$ cat src/rtl/tpcs_top_dummy_removed.sv
// Purpose: reserved for leaf cells of the timer prescaler clock select block
// Assumes: all logic lives in tpcs_top
// Notes: left without a module so that only one design module elaborates

$ cat src/shared/tpcs_pkg.sv
// Purpose: shared constants and types of the timer prescaler clock select block
// Assumes: 4-bit data bus, 16-bit addresses, byte-wide register map
// Notes: one register per address, data in the low four bits
package tpcs_pkg;
  localparam int DATA_W = 4;
  localparam int ADDR_W = 16;
  localparam int PSC_W = 8;

  // register addresses
  localparam logic [15:0] ADDR_T0_MODE = 16'hffc0;
  localparam logic [15:0] ADDR_CLK_SRC = 16'hffc1;
  localparam logic [15:0] ADDR_T0_CTRL = 16'hffc2;
  localparam logic [15:0] ADDR_T1_CTRL = 16'hffc3;
  localparam logic [15:0] ADDR_IRQ_FLAGS = 16'hfff2;

  // mode register fields
  localparam int BIT_POLARITY = 0;
  localparam int BIT_NOISE_REJ = 1;
  localparam int BIT_EVENT_MODE = 2;
  // clock source register fields
  localparam int BIT_T0_SRC = 0;
  localparam int BIT_T1_SRC = 1;
  localparam int BIT_TONE_EN = 2;
  localparam int BIT_TONE_CH = 3;
  // timer control register fields
  localparam int BIT_RUN = 0;
  localparam int BIT_RELOAD = 1;
  localparam int BIT_RATIO_LO = 2;
  localparam int BIT_RATIO_HI = 3;
  // flag register fields
  localparam int BIT_T0_FLAG = 0;
  localparam int BIT_T1_FLAG = 1;

  // ratio codes and the matching divider masks
  localparam logic [1:0] RATIO_DIV1 = 2'h0;
  localparam logic [1:0] RATIO_DIV4 = 2'h1;
  localparam logic [1:0] RATIO_DIV32 = 2'h2;
  localparam logic [1:0] RATIO_DIV256 = 2'h3;
  localparam logic [7:0] MASK_DIV1 = 8'h00;
  localparam logic [7:0] MASK_DIV4 = 8'h03;
  localparam logic [7:0] MASK_DIV32 = 8'h1f;
  localparam logic [7:0] MASK_DIV256 = 8'hff;

  // reset values
  localparam logic RST_BIT = 1'b0;
  localparam logic [1:0] RST_RATIO = 2'h0;
  localparam logic [7:0] RST_PSC = 8'h00;
  localparam logic [3:0] RST_DATA = 4'h0;

  typedef struct packed {
    logic [15:0] addr;
    logic [3:0] wdata;
    logic wr;
    logic rd;
  } tpcs_bus_req_t;

  typedef struct packed {
    logic run;
    logic [1:0] ratio;
  } tpcs_tmr_cfg_t;
endpackage

$ cat src/rtl/tpcs_top.sv
// Purpose: clock source and prescaler ratio select for two down-counting timers, plus
//          their interrupt factor flags
// Assumes: oscillator clocks, underflows and event ticks are synchronous to ref_clk_in
// Notes: count enables are one-cycle strobes for the counters that sit outside
`timescale 1ns/100ps

// Summary of operation
// - each timer flag sets on interrupt, clears on writing 1, ignores 0, resets 0
// - upper two bits of the flag register read zero and hold no storage
// - timer 0 source bit: 0 first oscillator, 1 second; readable; resets 0
// - timer 1 has its own source bit, same coding, readback and reset
// - in event counter mode the timer 0 source bit is ignored
// - ratio 11 divides by 256, 10 by 32, 01 by 4, 00 by 1; resets 00
// - ratio bits sit at bits 2 and 3 of each timer control register
// - in event counter mode the timer 0 ratio field is ignored
// - timer 0 mode bit: 1 event counter, 0 timer; resets to timer mode
// - underflow sets its flag even while that interrupt is masked
module tpcs_top (
  input wire logic ref_clk_in,
  input wire logic rst_n_in,
  input wire logic ce_in,
  input wire tpcs_pkg::tpcs_bus_req_t bus_req_in,
  output logic [3:0] bus_rdata_out,
  input wire logic first_oscillator_clock_in,
  input wire logic second_oscillator_clock_in,
  input wire logic t0_event_tick_in,
  input wire logic t0_underflow_in,
  input wire logic t1_underflow_in,
  output logic t0_count_en_out,
  output logic t1_count_en_out,
  output logic t0_event_mode_sel_out,
  output logic t0_noise_rej_out,
  output logic t0_rising_edge_out,
  output logic tone_enable_out,
  output logic tone_channel_out,
  output logic t0_run_out,
  output logic t1_run_out,
  output logic t0_reload_out,
  output logic t1_reload_out,
  output logic t0_irq_flag_out,
  output logic t1_irq_flag_out
);
  import tpcs_pkg::*;

  function automatic logic [7:0] ratio_mask(input logic [1:0] ratio);
    logic [7:0] m;
    m = MASK_DIV1;
    case (ratio)
      RATIO_DIV4: m = MASK_DIV4;
      RATIO_DIV32: m = MASK_DIV32;
      RATIO_DIV256: m = MASK_DIV256;
      default: m = MASK_DIV1;
    endcase
    return m;
  endfunction

  function automatic logic hit(input tpcs_bus_req_t req, input logic [15:0] addr);
    return req.wr && (req.addr == addr);
  endfunction

  // register state
  logic evt_q, evt_d;
  logic nrej_q, nrej_d;
  logic pol_q, pol_d;
  logic src0_q, src0_d;
  logic src1_q, src1_d;
  logic tone_en_q, tone_en_d;
  logic tone_ch_q, tone_ch_d;
  tpcs_tmr_cfg_t cfg0_q, cfg0_d;
  tpcs_tmr_cfg_t cfg1_q, cfg1_d;
  logic rld0_q, rld0_d;
  logic rld1_q, rld1_d;
  logic flag0_q, flag0_d;
  logic flag1_q, flag1_d;
  logic [3:0] rdata_q, rdata_d;

  // prescaler state
  logic first_osc_prev_q, second_osc_prev_q;
  logic [7:0] psc0_q, psc0_d;
  logic [7:0] psc1_q, psc1_d;
  logic cen0_q, cen0_d;
  logic cen1_q, cen1_d;
  logic tick0, tick1, rise1, rise3;

  always_comb begin
    evt_d = evt_q;
    nrej_d = nrej_q;
    pol_d = pol_q;
    src0_d = src0_q;
    src1_d = src1_q;
    tone_en_d = tone_en_q;
    tone_ch_d = tone_ch_q;
    cfg0_d = cfg0_q;
    cfg1_d = cfg1_q;
    rld0_d = 1'b0;
    rld1_d = 1'b0;
    rdata_d = RST_DATA;
    if (hit(bus_req_in, ADDR_T0_MODE)) begin
      evt_d = bus_req_in.wdata[BIT_EVENT_MODE];
      nrej_d = bus_req_in.wdata[BIT_NOISE_REJ];
      pol_d = bus_req_in.wdata[BIT_POLARITY];
    end else if (hit(bus_req_in, ADDR_CLK_SRC)) begin
      src0_d = bus_req_in.wdata[BIT_T0_SRC];
      src1_d = bus_req_in.wdata[BIT_T1_SRC];
      tone_en_d = bus_req_in.wdata[BIT_TONE_EN];
      tone_ch_d = bus_req_in.wdata[BIT_TONE_CH];
    end else if (hit(bus_req_in, ADDR_T0_CTRL)) begin
      cfg0_d.run = bus_req_in.wdata[BIT_RUN];
      cfg0_d.ratio = bus_req_in.wdata[BIT_RATIO_HI:BIT_RATIO_LO];
      rld0_d = bus_req_in.wdata[BIT_RELOAD];
    end else if (hit(bus_req_in, ADDR_T1_CTRL)) begin
      cfg1_d.run = bus_req_in.wdata[BIT_RUN];
      cfg1_d.ratio = bus_req_in.wdata[BIT_RATIO_HI:BIT_RATIO_LO];
      rld1_d = bus_req_in.wdata[BIT_RELOAD];
    end
    // unmapped reads answer zero; reload bits always read zero
    if (bus_req_in.rd) begin
      if (bus_req_in.addr == ADDR_T0_MODE) begin
        rdata_d[BIT_EVENT_MODE] = evt_q;
        rdata_d[BIT_NOISE_REJ] = nrej_q;
        rdata_d[BIT_POLARITY] = pol_q;
      end else if (bus_req_in.addr == ADDR_CLK_SRC) begin
        rdata_d = {tone_ch_q, tone_en_q, src1_q, src0_q};
      end else if (bus_req_in.addr == ADDR_T0_CTRL) begin
        rdata_d = {cfg0_q.ratio, 1'b0, cfg0_q.run};
      end else if (bus_req_in.addr == ADDR_T1_CTRL) begin
        rdata_d = {cfg1_q.ratio, 1'b0, cfg1_q.run};
      end else if (bus_req_in.addr == ADDR_IRQ_FLAGS) begin
        rdata_d = {2'h0, flag1_q, flag0_q};
      end
    end
  end

  always_ff @(posedge ref_clk_in) begin
    if (!rst_n_in) begin
      evt_q <= RST_BIT;
      nrej_q <= RST_BIT;
      pol_q <= RST_BIT;
      src0_q <= RST_BIT;
      src1_q <= RST_BIT;
      tone_en_q <= RST_BIT;
      tone_ch_q <= RST_BIT;
      cfg0_q <= '{run: RST_BIT, ratio: RST_RATIO};
      cfg1_q <= '{run: RST_BIT, ratio: RST_RATIO};
      rld0_q <= RST_BIT;
      rld1_q <= RST_BIT;
      rdata_q <= RST_DATA;
    end else if (ce_in) begin
      evt_q <= evt_d;
      nrej_q <= nrej_d;
      pol_q <= pol_d;
      src0_q <= src0_d;
      src1_q <= src1_d;
      tone_en_q <= tone_en_d;
      tone_ch_q <= tone_ch_d;
      cfg0_q <= cfg0_d;
      cfg1_q <= cfg1_d;
      rld0_q <= rld0_d;
      rld1_q <= rld1_d;
      rdata_q <= rdata_d;
    end
  end

  // interrupt factor flags: a set in the clearing cycle wins, so no underflow is lost
  always_comb begin
    flag0_d = flag0_q;
    flag1_d = flag1_q;
    if (hit(bus_req_in, ADDR_IRQ_FLAGS)) begin
      if (bus_req_in.wdata[BIT_T0_FLAG]) flag0_d = 1'b0;
      if (bus_req_in.wdata[BIT_T1_FLAG]) flag1_d = 1'b0;
    end
    // masking lives elsewhere and never gates the set
    if (t0_underflow_in) flag0_d = 1'b1;
    if (t1_underflow_in) flag1_d = 1'b1;
  end

  always_ff @(posedge ref_clk_in) begin
    if (!rst_n_in) begin
      flag0_q <= RST_BIT;
      flag1_q <= RST_BIT;
    end else if (ce_in) begin
      flag0_q <= flag0_d;
      flag1_q <= flag1_d;
    end
  end

  // source clocks are sampled levels; a rising edge is one source period
  assign rise1 = first_oscillator_clock_in && !first_osc_prev_q;
  assign rise3 = second_oscillator_clock_in && !second_osc_prev_q;
  assign tick0 = src0_q ? rise3 : rise1;
  assign tick1 = src1_q ? rise3 : rise1;

  always_comb begin
    psc0_d = psc0_q;
    psc1_d = psc1_q;
    cen0_d = 1'b0;
    cen1_d = 1'b0;
    if (evt_q) begin
      // event counting bypasses source select and divider alike
      psc0_d = RST_PSC;
      cen0_d = cfg0_q.run && t0_event_tick_in;
    end else if (tick0) begin
      psc0_d = psc0_q + 8'h01;
      cen0_d = cfg0_q.run && ((psc0_q & ratio_mask(cfg0_q.ratio)) ==
        ratio_mask(cfg0_q.ratio));
    end
    if (tick1) begin
      psc1_d = psc1_q + 8'h01;
      cen1_d = cfg1_q.run && ((psc1_q & ratio_mask(cfg1_q.ratio)) ==
        ratio_mask(cfg1_q.ratio));
    end
    // a reload restarts the division so the first period is whole
    if (rld0_q) psc0_d = RST_PSC;
    if (rld1_q) psc1_d = RST_PSC;
  end

  always_ff @(posedge ref_clk_in) begin
    if (!rst_n_in) begin
      first_osc_prev_q <= RST_BIT;
      second_osc_prev_q <= RST_BIT;
      psc0_q <= RST_PSC;
      psc1_q <= RST_PSC;
      cen0_q <= RST_BIT;
      cen1_q <= RST_BIT;
    end else if (ce_in) begin
      first_osc_prev_q <= first_oscillator_clock_in;
      second_osc_prev_q <= second_oscillator_clock_in;
      psc0_q <= psc0_d;
      psc1_q <= psc1_d;
      cen0_q <= cen0_d;
      cen1_q <= cen1_d;
    end
  end

  assign bus_rdata_out = rdata_q;
  assign t0_count_en_out = cen0_q && ce_in;
  assign t1_count_en_out = cen1_q && ce_in;
  assign t0_event_mode_sel_out = evt_q;
  assign t0_noise_rej_out = nrej_q;
  assign t0_rising_edge_out = pol_q;
  assign tone_enable_out = tone_en_q;
  assign tone_channel_out = tone_ch_q;
  assign t0_run_out = cfg0_q.run;
  assign t1_run_out = cfg1_q.run;
  assign t0_reload_out = rld0_q && ce_in;
  assign t1_reload_out = rld1_q && ce_in;
  assign t0_irq_flag_out = flag0_q;
  assign t1_irq_flag_out = flag1_q;

  chk_flag_sets: assert property (
    @(posedge ref_clk_in) disable iff (!rst_n_in)
    (ce_in && t0_underflow_in) |=> t0_irq_flag_out)
    else $error("timer 0 flag missed an underflow");

  chk_flag_clears: assert property (
    @(posedge ref_clk_in) disable iff (!rst_n_in)
    (ce_in && hit(bus_req_in, ADDR_IRQ_FLAGS) && bus_req_in.wdata[BIT_T1_FLAG]
      && !t1_underflow_in) |=> !t1_irq_flag_out)
    else $error("timer 1 flag not cleared by a one");

  chk_flag_zero_write: assert property (
    @(posedge ref_clk_in) disable iff (!rst_n_in)
    (hit(bus_req_in, ADDR_IRQ_FLAGS) && !bus_req_in.wdata[BIT_T0_FLAG] && t0_irq_flag_out)
      |=> t0_irq_flag_out)
    else $error("writing zero disturbed timer 0 flag");

  chk_flag_upper_zero: assert property (
    @(posedge ref_clk_in) disable iff (!rst_n_in)
    (ce_in && bus_req_in.rd && bus_req_in.addr == ADDR_IRQ_FLAGS)
      |=> bus_rdata_out[3:2] == 2'h0)
    else $error("unused flag bits read nonzero");

  chk_src_readback: assert property (
    @(posedge ref_clk_in) disable iff (!rst_n_in)
    (ce_in && bus_req_in.rd && bus_req_in.addr == ADDR_CLK_SRC)
      |=> bus_rdata_out[BIT_T0_SRC] == $past(src0_q))
    else $error("timer 0 source bit reads back wrong");

  chk_t1_src_write: assert property (
    @(posedge ref_clk_in) disable iff (!rst_n_in)
    (ce_in && hit(bus_req_in, ADDR_CLK_SRC))
      |=> src1_q == $past(bus_req_in.wdata[BIT_T1_SRC]))
    else $error("timer 1 source bit not stored");

  chk_ratio_field: assert property (
    @(posedge ref_clk_in) disable iff (!rst_n_in)
    (ce_in && hit(bus_req_in, ADDR_T0_CTRL))
      |=> cfg0_q.ratio == $past(bus_req_in.wdata[BIT_RATIO_HI:BIT_RATIO_LO]))
    else $error("timer 0 ratio field not at bits 3:2");

  chk_event_bypass: assert property (
    @(posedge ref_clk_in) disable iff (!rst_n_in)
    (ce_in && evt_q && cfg0_q.run && t0_event_tick_in) ##1 ce_in |-> t0_count_en_out)
    else $error("event mode did not pass the event tick");

  chk_div_by_one: assert property (
    @(posedge ref_clk_in) disable iff (!rst_n_in)
    (ce_in && !evt_q && cfg1_q.run && cfg1_q.ratio == RATIO_DIV1 && tick1)
      ##1 ce_in |-> t1_count_en_out)
    else $error("divide by one dropped a source tick");

  chk_enable_single: assert property (
    @(posedge ref_clk_in) disable iff (!rst_n_in)
    (ce_in && t1_count_en_out) ##1 ce_in |-> !t1_count_en_out)
    else $error("count enable longer than one cycle");

  chk_mode_reset: assert property (
    @(posedge ref_clk_in) !rst_n_in |=> !t0_event_mode_sel_out)
    else $error("reset left event counter mode selected");

  chk_flag_reset: assert property (
    @(posedge ref_clk_in) !rst_n_in |=> !t0_irq_flag_out && !t1_irq_flag_out)
    else $error("reset left an interrupt flag set");

  chk_src_reset: assert property (
    @(posedge ref_clk_in) !rst_n_in |=> !src0_q && !src1_q)
    else $error("reset left the second oscillator selected");

  chk_ratio_reset: assert property (
    @(posedge ref_clk_in) !rst_n_in
      |=> cfg0_q.ratio == RST_RATIO && cfg1_q.ratio == RST_RATIO)
    else $error("reset left a ratio field nonzero");

  chk_t0_flag_clear: assert property (
    @(posedge ref_clk_in) disable iff (!rst_n_in)
    (ce_in && hit(bus_req_in, ADDR_IRQ_FLAGS) && bus_req_in.wdata[BIT_T0_FLAG]
      && !t0_underflow_in) |=> !t0_irq_flag_out)
    else $error("timer 0 flag not cleared by a one");

  chk_t1_flag_sets: assert property (
    @(posedge ref_clk_in) disable iff (!rst_n_in)
    (ce_in && t1_underflow_in) |=> t1_irq_flag_out)
    else $error("timer 1 flag missed an underflow");

  chk_event_only: assert property (
    @(posedge ref_clk_in) disable iff (!rst_n_in)
    (ce_in && evt_q && !t0_event_tick_in) ##1 ce_in |-> !t0_count_en_out)
    else $error("event mode passed a source clock tick");

  chk_t1_ratio_field: assert property (
    @(posedge ref_clk_in) disable iff (!rst_n_in)
    (ce_in && hit(bus_req_in, ADDR_T1_CTRL))
      |=> cfg1_q.ratio == $past(bus_req_in.wdata[BIT_RATIO_HI:BIT_RATIO_LO]))
    else $error("timer 1 ratio field not at bits 3:2");
endmodule

$ cat config.mk
export PLATFORM = sky130hd
export DESIGN_NAME = tpcs_top
export DESIGN_NICKNAME = d
export VERILOG_FILES = /design/src/rtl/tpcs_top_dummy_removed.sv /design/src/shared/tpcs_pkg.sv /design/src/rtl/tpcs_top.sv
export SDC_FILE = /design/constraint.sdc
export NUM_CORES = 1
export LEC_CHECK = 0
export ABC_AREA = 1
export BUFFER_PORTS_ARGS = -buffer_cell sky130_fd_sc_hd__buf_2
export CORE_ASPECT_RATIO = 1.75
export CORE_MARGIN = 1
export CORE_UTILIZATION = 55
export CTS_BUF_LIST = sky130_fd_sc_hd__clkbuf_8
export CTS_CLUSTER_DIAMETER = 40
export CTS_CLUSTER_SIZE = 25
export DETAILED_ROUTE_END_ITERATION = 10
export GPL_TIMING_DRIVEN = 0
export PLACE_DENSITY = 0.82
export SLEW_MARGIN = 20
export SYNTH_ARGS = -nofsm -noshare
export SYNTH_HDL_FRONTEND = slang
export SYNTH_SLANG_ARGS = --single-unit
$ cat constraint.sdc
create_clock -name ref_clk_in -period 1.9 [get_ports ref_clk_in]
set_clock_uncertainty 0.2 [all_clocks]
set_input_delay 0.38 -clock ref_clk_in [delete_from_list [all_inputs] [get_ports ref_clk_in]]
set_output_delay 0.38 -clock ref_clk_in [all_outputs]
set_load 0.02 [all_outputs]
# Yosys cells after proc, flatten, opt, wreduce, memory -nomap -nowiden
# Index checks and enable logic that the tools add are counted.
totals:
  register_bits: 41
  out_inout_bits: 17
  elab_cells: 107
  in_bits: 30
op_classes:
  n_mux: 35
  addsub: 2
  eq_ne: 13
  bitwise: 5
  n_reduce_logical: 30
ops:
  columns: ["op", "n"]
  rows:
  - ["$eq 16x16->1 const B", 5]
  - ["$mux 8", 8]
  - ["$pmux 8 s3", 2]
  - ["$mux 1", 19]
  - ["$add 8x1->8 const B", 2]
  - ["$and 8x8->8", 2]
  - ["$eq 8x8->1", 2]
  - ["$mux 4", 4]
  - ["$logic_and 1x1->1", 14]
  - ["$reduce_bool 2->1", 5]
  - ["$reduce_and 3->1", 3]
  - ["$eq 2x2->1 const B", 4]
  - ["$reduce_and 2->1", 3]
  - ["$reduce_and 5->1", 1]
  - ["$eq 2x1->1 const B", 2]
  - ["$reduce_and 4->1", 1]
  - ["$mux 3", 1]
  - ["$not 1->1", 3]
  - ["$reduce_bool 3->1", 1]
  - ["$logic_not 1->1", 2]
  - ["$mux 2", 1]

# Logic depth before layout (Yosys ltp)
# Gate-level depths: netlist of the first run.
logic_depth:
  ltp_word: 10
  ltp_mapped: 10
  depth_no_buf: 10

# Least setup slack after synthesis of the first run
# Ideal clock, no wire load.
synth_timing:
  kind: "input-to-output"
  start: "input port ce_in"
  end: "output port t0_count_en_out"
  n_path_buf: 2
  path_slack_ns: 0.315
  path_stages: 4
  arrival_time_ns: 1.005
  path_cell_list: "buf_4 -> clkbuf_1 -> nand2_1 -> inv_1"
synth_via:
  elab_chain_len: 1
synth_rtl:
  columns: ["element", "line_no", "rtl"]
  rows:
  - ["from (decl)", "tpcs_top.sv:21", "input wire logic ce_in,"]
  - ["$logic_and 1x1->1", "tpcs_top.sv:236", "assign t0_count_en_out = cen0_q && ce_in;"]
  - ["to (decl)", "tpcs_top.sv:29", "output logic t0_count_en_out,"]
# No other way between the ends.

# Final worst setup path of the first run
layout_timing:
  start: "register src1_q"
  end: "register psc1_q[6]"
layout_via:
  elab_chain_len: 3
layout_rtl:
  columns: ["element", "line_no", "rtl"]
  rows:
  - ["from (decl)", "tpcs_top.sv:66", "logic src1_q, src1_d;"]
  - ["from (signal assigned)", "tpcs_top.sv:153", "src1_q <= src1_d;"]
  - ["$mux 1", "tpcs_top.sv:191", "assign tick1 = src1_q ? rise3 : rise1;"]
  - ["$reduce_bool 2->1 (no source line)", null, null]
  - ["$reduce_and 2->1 (no source line)", null, null]
  - ["to (signal assigned)", "tpcs_top.sv:229", "psc1_q <= psc1_d;"]
  - ["to (decl)", "tpcs_top.sv:80", "logic [7:0] psc1_q, psc1_d;"]
# No other way between the ends.
# A chain may end at the register's enable or synchronous reset.

==> metrics.cfg, run 1 <==
[layout]
syn_to_final_growth_pct = 16.73
regArea_um2 = 820.8
fill_cells = 361
multi_input_area_um2 = 1166
postLayoutCellArea_um2 = 2549
drive_gt1_share_pct = 24.79
antennaDiodeCount = 0
final_cell_count_no_fill = 403
finalNetCount = 386
final_core_util_pct = 66.57

[cts]
cts_tree = done
numCtsBuffers = 5
clock-root-buffer = clkbuf_8
clk_pin_slew_ns = 0.07
clock_latency_ns = 0.30
ctsHtreeMaxLevel = 2
clock_path_buffers = 2
postCtsHoldBufs = 0
clock-sinks = 41

[yosys]
synth.avg_cell_area_um2 = 7.206
syn_area_um2 = 2183
synthFlopType = dfxtp_1
synth_nets = 335
synth_seq_cells = 41
synth_common_cells = nand2_1, dfxtp_1, a21oi_1
yosys_warnings = 0
synthTopCellsByArea = dfxtp_1, nand2_1, a21oi_1
synth_top_family_by_area = simple AND/OR/NAND/NOR gates
yosysTopAreaCell = dfxtp_1
synth_compound_area_share_pct = 17.31
synthSimpleGateAreaFrac_pct = 33.75
synth_cells = 303
netlist.area_leader.share_pct = 37.59
synthXorXnorAreaFrac_pct = 1.203
yosysMostFrequentCell = nand2_1
synthArstFlopShare_pct = 0
synth_edf_count = 0
synth_seq_area_share_pct = 37.59
synthAdderAreaFrac_pct = 1.146
synth_mux_area_share_pct = 0
synth_cell_type_count = 41

[timing]
min_period_over_period_pct = 91.47
finalMaxSlewViolations = 0
setup_viol = 0
setup_tns_ns = 0
layout_setup_ws_ns = 0.1620
hold_viol_final = 0
slew-limit-headroom_pct = 66.64
layout_min_cycle_time_ns = 1.738
max_freq_ghz = 0.5754
rsz0062_at_grt = no
worstMarginPinSlew_ns = 0.5004

[power_and_ir_drop]
swShare_pct = 25.81
vdd_drop_max_mv = 0.5580
pwr-share-seq_pct = 55.5
switching_power_uw = 407.5
powerDensity_nw_per_um2 = 619.4
power_leakage_nw = 1.212
clockPowerShare_pct = 34.7
internal-power_mw = 1.171
p_comb_share_pct = 9.8

[critical_path]
setup.worst_path.class = reg -> reg
arrival_ns = 1.77
worstPathMaxFanout = 5
required_ns = 1.93
worstSetupStartpoint = src1_q$_SDFFE_PN0P_
startpoint_type = register
r2r_start = src1_q$_SDFFE_PN0P_
crit_path_end_kind = register

[floorplanning]
die_h_um = 85.35
floorplan.initialDensity_pct = 57.03
dieArea_um2 = 4235
die_w_um = 49.63
core_area_um2 = 3829
rows = 30
ioPinCount = 47

[min_path]
hp-class = in -> reg
hold_start = t1_underflow_in

[placed_design]
dpl.hpwl_um = 4205
pre_cts_ws_ns = 0.02345
port_buffers = 44
dpl_cell_area_um2 = 2464
placedCellCount = 395
gp_congestion = 0.8550

[routing]
viasPerCell = 5.444
vias = 2194
drtPass1Iterations = 4
avgRoutedWirePerCell_um = 13.13
drtIter0Drc = 57
ant_nets = 0
drt_wl_total_um = 5290
drcViolationCount = 0

[outcome]
outcome = finished clean

[global_routing]
grt_max_degree = 13
antenna_found_initial = 0
grt_use_total_pct = 27.55
grt_pass1_vias = 2041
grt_pass1_wl_um = 8942
gr-total-overflow = 0

[job]
drv_cap = 0

## final timing paths
kind / endpoint / slack [ns] / cells past startpoint
worst max-delay path: psc1_q[6]$_SDFFE_PN0P_ / 0.16 / 7
worst max register to register: psc1_q[6]$_SDFFE_PN0P_ / 0.16 / 7
worst min register to register: psc0_q[7]$_SDFFE_PN0P_ / 0.26 / 2
worst min-delay path: t1_irq_flag_out$_SDFFE_PN0P_ / 0.14 / 3
## per-stage QoR
stage | hold WS [ns] | total power [mW]
finish | 0.1411 | 1.579
global placement | 0.2404 | 1.046
detailed placement | 0.2433 | 1.050
CTS | 0.1348 | 1.588
floorplan | 0.2286 | 0.9842
global route | 0.1471 | 1.641
## timing repair
item                                    4_1_cts  5_1_grt
endpoints found under the setup margin        0        3
gates resized for setup                       0        2
setup buffers                                 0        0
hold endpoints to repair                      0        0
## logic make-up (layout without fill, tap and decap cells)
family                     Yosys count  count (layout)
buffers and inverters               49             101
and+or+nand+nor                    142             142
AOI/OAI and AO/OA                   66              66
DFF                                 41              41
xor gates and xnor gates             3               3
adders and majority gates            2               2
## cells in the final DEF, fill, tap and decap left out, types with 12 or more instances in the layout
| cell | count |
|---|---|
| a21oi_1 | 29 |
| buf_2 | 44 |
| dfxtp_1 | 41 |
| inv_1 | 30 |
| inv_2 | 13 |
| nand2_1 | 59 |
| nand3_1 | 21 |
| nor2_1 | 25 |
| o21ai_1 | 12 |
## power by group through the flow
stage	sequential, mW	clock [mW]	combinational (mW)
floorplan	0.898	0	0.0859
global placement	0.896	0	0.150
CTS	0.876	0.558	0.154
global route	0.877	0.593	0.171
finish	0.876	0.548	0.155
detailed placement	0.896	0	0.154
## sequential cells by signal, summed over array words and instances (netlist names)
name	count
t1_irq_flag_out	1
psc1_q	8
tone_channel_out	1
cen0_q	1
src1_q	1
t1_run_out	1
t0_irq_flag_out	1
cfg1_q	2
t0_rising_edge_out	1
t0_run_out	1
psc0_q	8
t0_event_mode_sel_out	1
first_osc_prev_q	1
cen1_q	1
tone_enable_out	1
cfg0_q	2
rld1_q	1
src0_q	1
rld0_q	1
bus_rdata_out	4
t0_noise_rej_out	1
second_osc_prev_q	1
## worst max-delay path: stages (launching register included)
cell and delay [ns]:
dfxtp_1 0.42, inv_1 0.06, nand2_1 0.07, nand3_1 0.18, nand2_1 0.26, nand3b_1 0.15, or2_0 0.22, a21oi_1 0.11
## area by class of cell
cell class	count	area share, %
Multi-Input combinational cell	213	45.75
Sequential cell	41	32.20
Timing Repair Buffer	44	8.640
Inverter	43	6.382
Clock buffer	5	2.700
Tap cell	48	2.356
Buffer	6	1.375
Clock inverter	3	0.5891
## metal layers
| metal | part of all wire, % | GRT usage, % |
|---|---|---|
| met1 | 38 | 27.71 |
| met2 | 56 | 51.72 |
| met3 | 3.2 | 5.018 |
| met4 | 2.7 | 14.29 |
| met5 | 0 | 0 |
No activity file was read; power rests on OpenSTA's default activity.
==> run 2, diff against run 1 <==
--- a/config.mk
+++ b/config.mk
@@ -15,7 +15,7 @@
 export CTS_CLUSTER_SIZE = 25
 export DETAILED_ROUTE_END_ITERATION = 10
 export GPL_TIMING_DRIVEN = 0
-export PLACE_DENSITY = 0.82
+export PLACE_DENSITY = 0.8
 export SLEW_MARGIN = 20
 export SYNTH_ARGS = -nofsm -noshare
 export SYNTH_HDL_FRONTEND = slang
==> constraint.sdc (replaced) <==
create_clock -name ref_clk_in -period 1.9 [get_ports ref_clk_in]
set_clock_uncertainty 0.2 [all_clocks]
set_input_delay 0.19 -clock ref_clk_in [delete_from_list [all_inputs] [get_ports ref_clk_in]]
set_output_delay 0.19 -clock ref_clk_in [all_outputs]
set_load 0.02 [all_outputs]
==> run 2 against run 1 <==
Effect of this change: clock power rose by 3%; hold slack got worse by 0.13 ns; critical path type unchanged; setup slack improved by 0.064 ns; largest cell class unchanged; largest power group unchanged; clock-buffer cell count did not move; combinational power rose by 6%; power rose by 1.6%; fmax rose by 3.8%.
==> metrics.cfg, run 2 (synthesized netlist as in run 1, its figures left out) <==
[timing]
worstMarginPinSlew_ns = 0.5217
rsz0062_at_grt = no
finalMaxSlewViolations = 0
min_period_over_period_pct = 88.10
layout_min_cycle_time_ns = 1.674
hold_viol_final = 0
setup_viol = 0
slew-limit-headroom_pct = 65.22
setup_tns_ns = 0
max_freq_ghz = 0.5974

[layout]
final_cell_mix = nand2_1, buf_2, dfxtp_1, a21oi_1, inv_1
syn_to_final_growth_pct = 19.54
antennaDiodeCount = 0
finalNetCount = 392
fill_cells = 376
layout_commonest_cell = nand2_1
final_core_util_pct = 68.17
drive_gt1_share_pct = 24.65
final_cell_count_no_fill = 409

[power_and_ir_drop]
power_leakage_nw = 1.231
internal-power_mw = 1.183
pwr-share-seq_pct = 54.6
swShare_pct = 26.24
powerDensity_nw_per_um2 = 614.7
clockPowerShare_pct = 35.2
vdd_drop_max_mv = 0.5420
p_comb_share_pct = 10.2
switching_power_uw = 421.0

[critical_path]
worstPathMaxFanout = 5
crit_chain = inv_1 > nand2_1 > nand3_1 > nand2_1 > inv_2 > nor3_1 > a21oi_1 > nor2_1
cpPeakStageDelay_ns = 0.44
crit_path_frequent_cell = nand2_1
crit_path_end_kind = register
cp.depth = 8
startpoint_type = register
critical_path.top_delay_family = simple AND/OR/NAND/NOR gates
arrival_ns = 1.71
r2r_cells = 8
slowest_stage = dfxtp_1
setup.worst_path.class = reg -> reg
required_ns = 1.93
critPathBufInv = 2

[min_path]
min_path_cells = 3
hp-class = in -> reg

[global_routing]
grt_pass1_wl_um = 9342
gr-total-overflow = 0
grt_pass1_vias = 2123
grt_max_degree = 14
antenna_found_initial = 0
grt_use_total_pct = 28.91

[floorplanning]
dieArea_um2 = 4235
die_h_um = 85.35
ioPinCount = 47
rows = 30
die_w_um = 49.63
floorplan.initialDensity_pct = 57.03
core_area_um2 = 3829

[routing]
drtPass1Iterations = 4
avgRoutedWirePerCell_um = 13.60
viasPerCell = 5.450
vias = 2229
ant_nets = 0
drtIter0Drc = 85
drcViolationCount = 0
drt_wl_total_um = 5562

[cts]
clock-root-buffer = clkbuf_8
clock-sinks = 41
clk_pin_slew_ns = 0.08
postCtsSetupRepairBufs = 0
ctsResizeCount = 0
cts_tree = done
clock_latency_ns = 0.30
ctsHtreeMaxLevel = 2
numCtsBuffers = 5
clock_path_buffers = 2

[placed_design]
port_buffers = 44
gp_congestion = 0.9030
placedCellCount = 395
dpl.hpwl_um = 4321

[job]
drv_cap = 0

[outcome]
outcome = finished clean

run 2: repair_timing:
item                                   CTS  global route
hold buffers                             6             0
setup endpoints to repair                0             0
endpoints found under the hold margin   16             0
run 2: power groups by stage:
stage / sequential, mW / clock (mW) / combinational (mW)
floorplan: 0.898 / 0 / 0.0859
global placement: 0.896 / 0 / 0.150
detailed placement: 0.896 / 0 / 0.153
CTS: 0.876 / 0.577 / 0.163
global route: 0.877 / 0.614 / 0.182
finish: 0.876 / 0.564 / 0.164
run 2: routing by layer:
| layer | wire length [um] | GRT usage [%] | vias up |
|---|---|---|---|
| met1 | 2077 | 28.84 | 1033 |
| met3 | 197 | 6.093 | 21 |
| met5 | 0 | 0 | - |
| met2 | 3067 | 54.42 | 55 |
| met4 | 220 | 14.03 | 0 |
| li1 | - | - | 1120 |
run 2: worst register-to-register path: cells and delay by family (launching register included):
kind	cells	cell delay [ns]
simple gates	5	0.75
flops	1	0.44
buf+inv	2	0.13
compound gates	1	0.10
run 2: layout make-up:
| type | count | area (um2) | share of cell area (%) |
|---|---|---|---|
| tap | 48 | 60.06 | 2.301 |
| timing repair buffer | 50 | 280.3 | 10.74 |
| inverter | 43 | 162.7 | 6.232 |
| clock buffer | 5 | 68.82 | 2.637 |
| multi-input combinational | 213 | 1166 | 44.68 |
| clock inverter | 3 | 17.52 | 0.6711 |
| sequential | 41 | 820.8 | 31.45 |
| buffer | 6 | 33.78 | 1.294 |
run 2: final timing paths:
| check | from | to | slack, ns |
|---|---|---|---|
| hold reg to reg | psc0_q[7]$_SDFFE_PN0P_ | psc0_q[7]$_SDFFE_PN0P_ | 0.26 |
| hold / removal | first_oscillator_clock_in | first_osc_prev_q$_SDFFE_PN0P_ | 0.01 |
| setup reg to reg | src1_q$_SDFFE_PN0P_ | psc1_q[4]$_SDFFE_PN0P_ | 0.23 |
| setup / recovery | src1_q$_SDFFE_PN0P_ | psc1_q[4]$_SDFFE_PN0P_ | 0.23 |
run 2: per-stage QoR:
step	setup slack, ns	area (um2)	power [mW]	hold WS [ns]
floorplan	0.3976	2183	0.9842	0.1138
global placement	0.2636	2464	1.046	0.2405
detailed placement	0.2340	2464	1.049	0.2484
CTS	0.2136	2610	1.616	0.002099
global route	0.02052	2610	1.673	0.01882
finish	0.2260	2610	1.604	0.01153
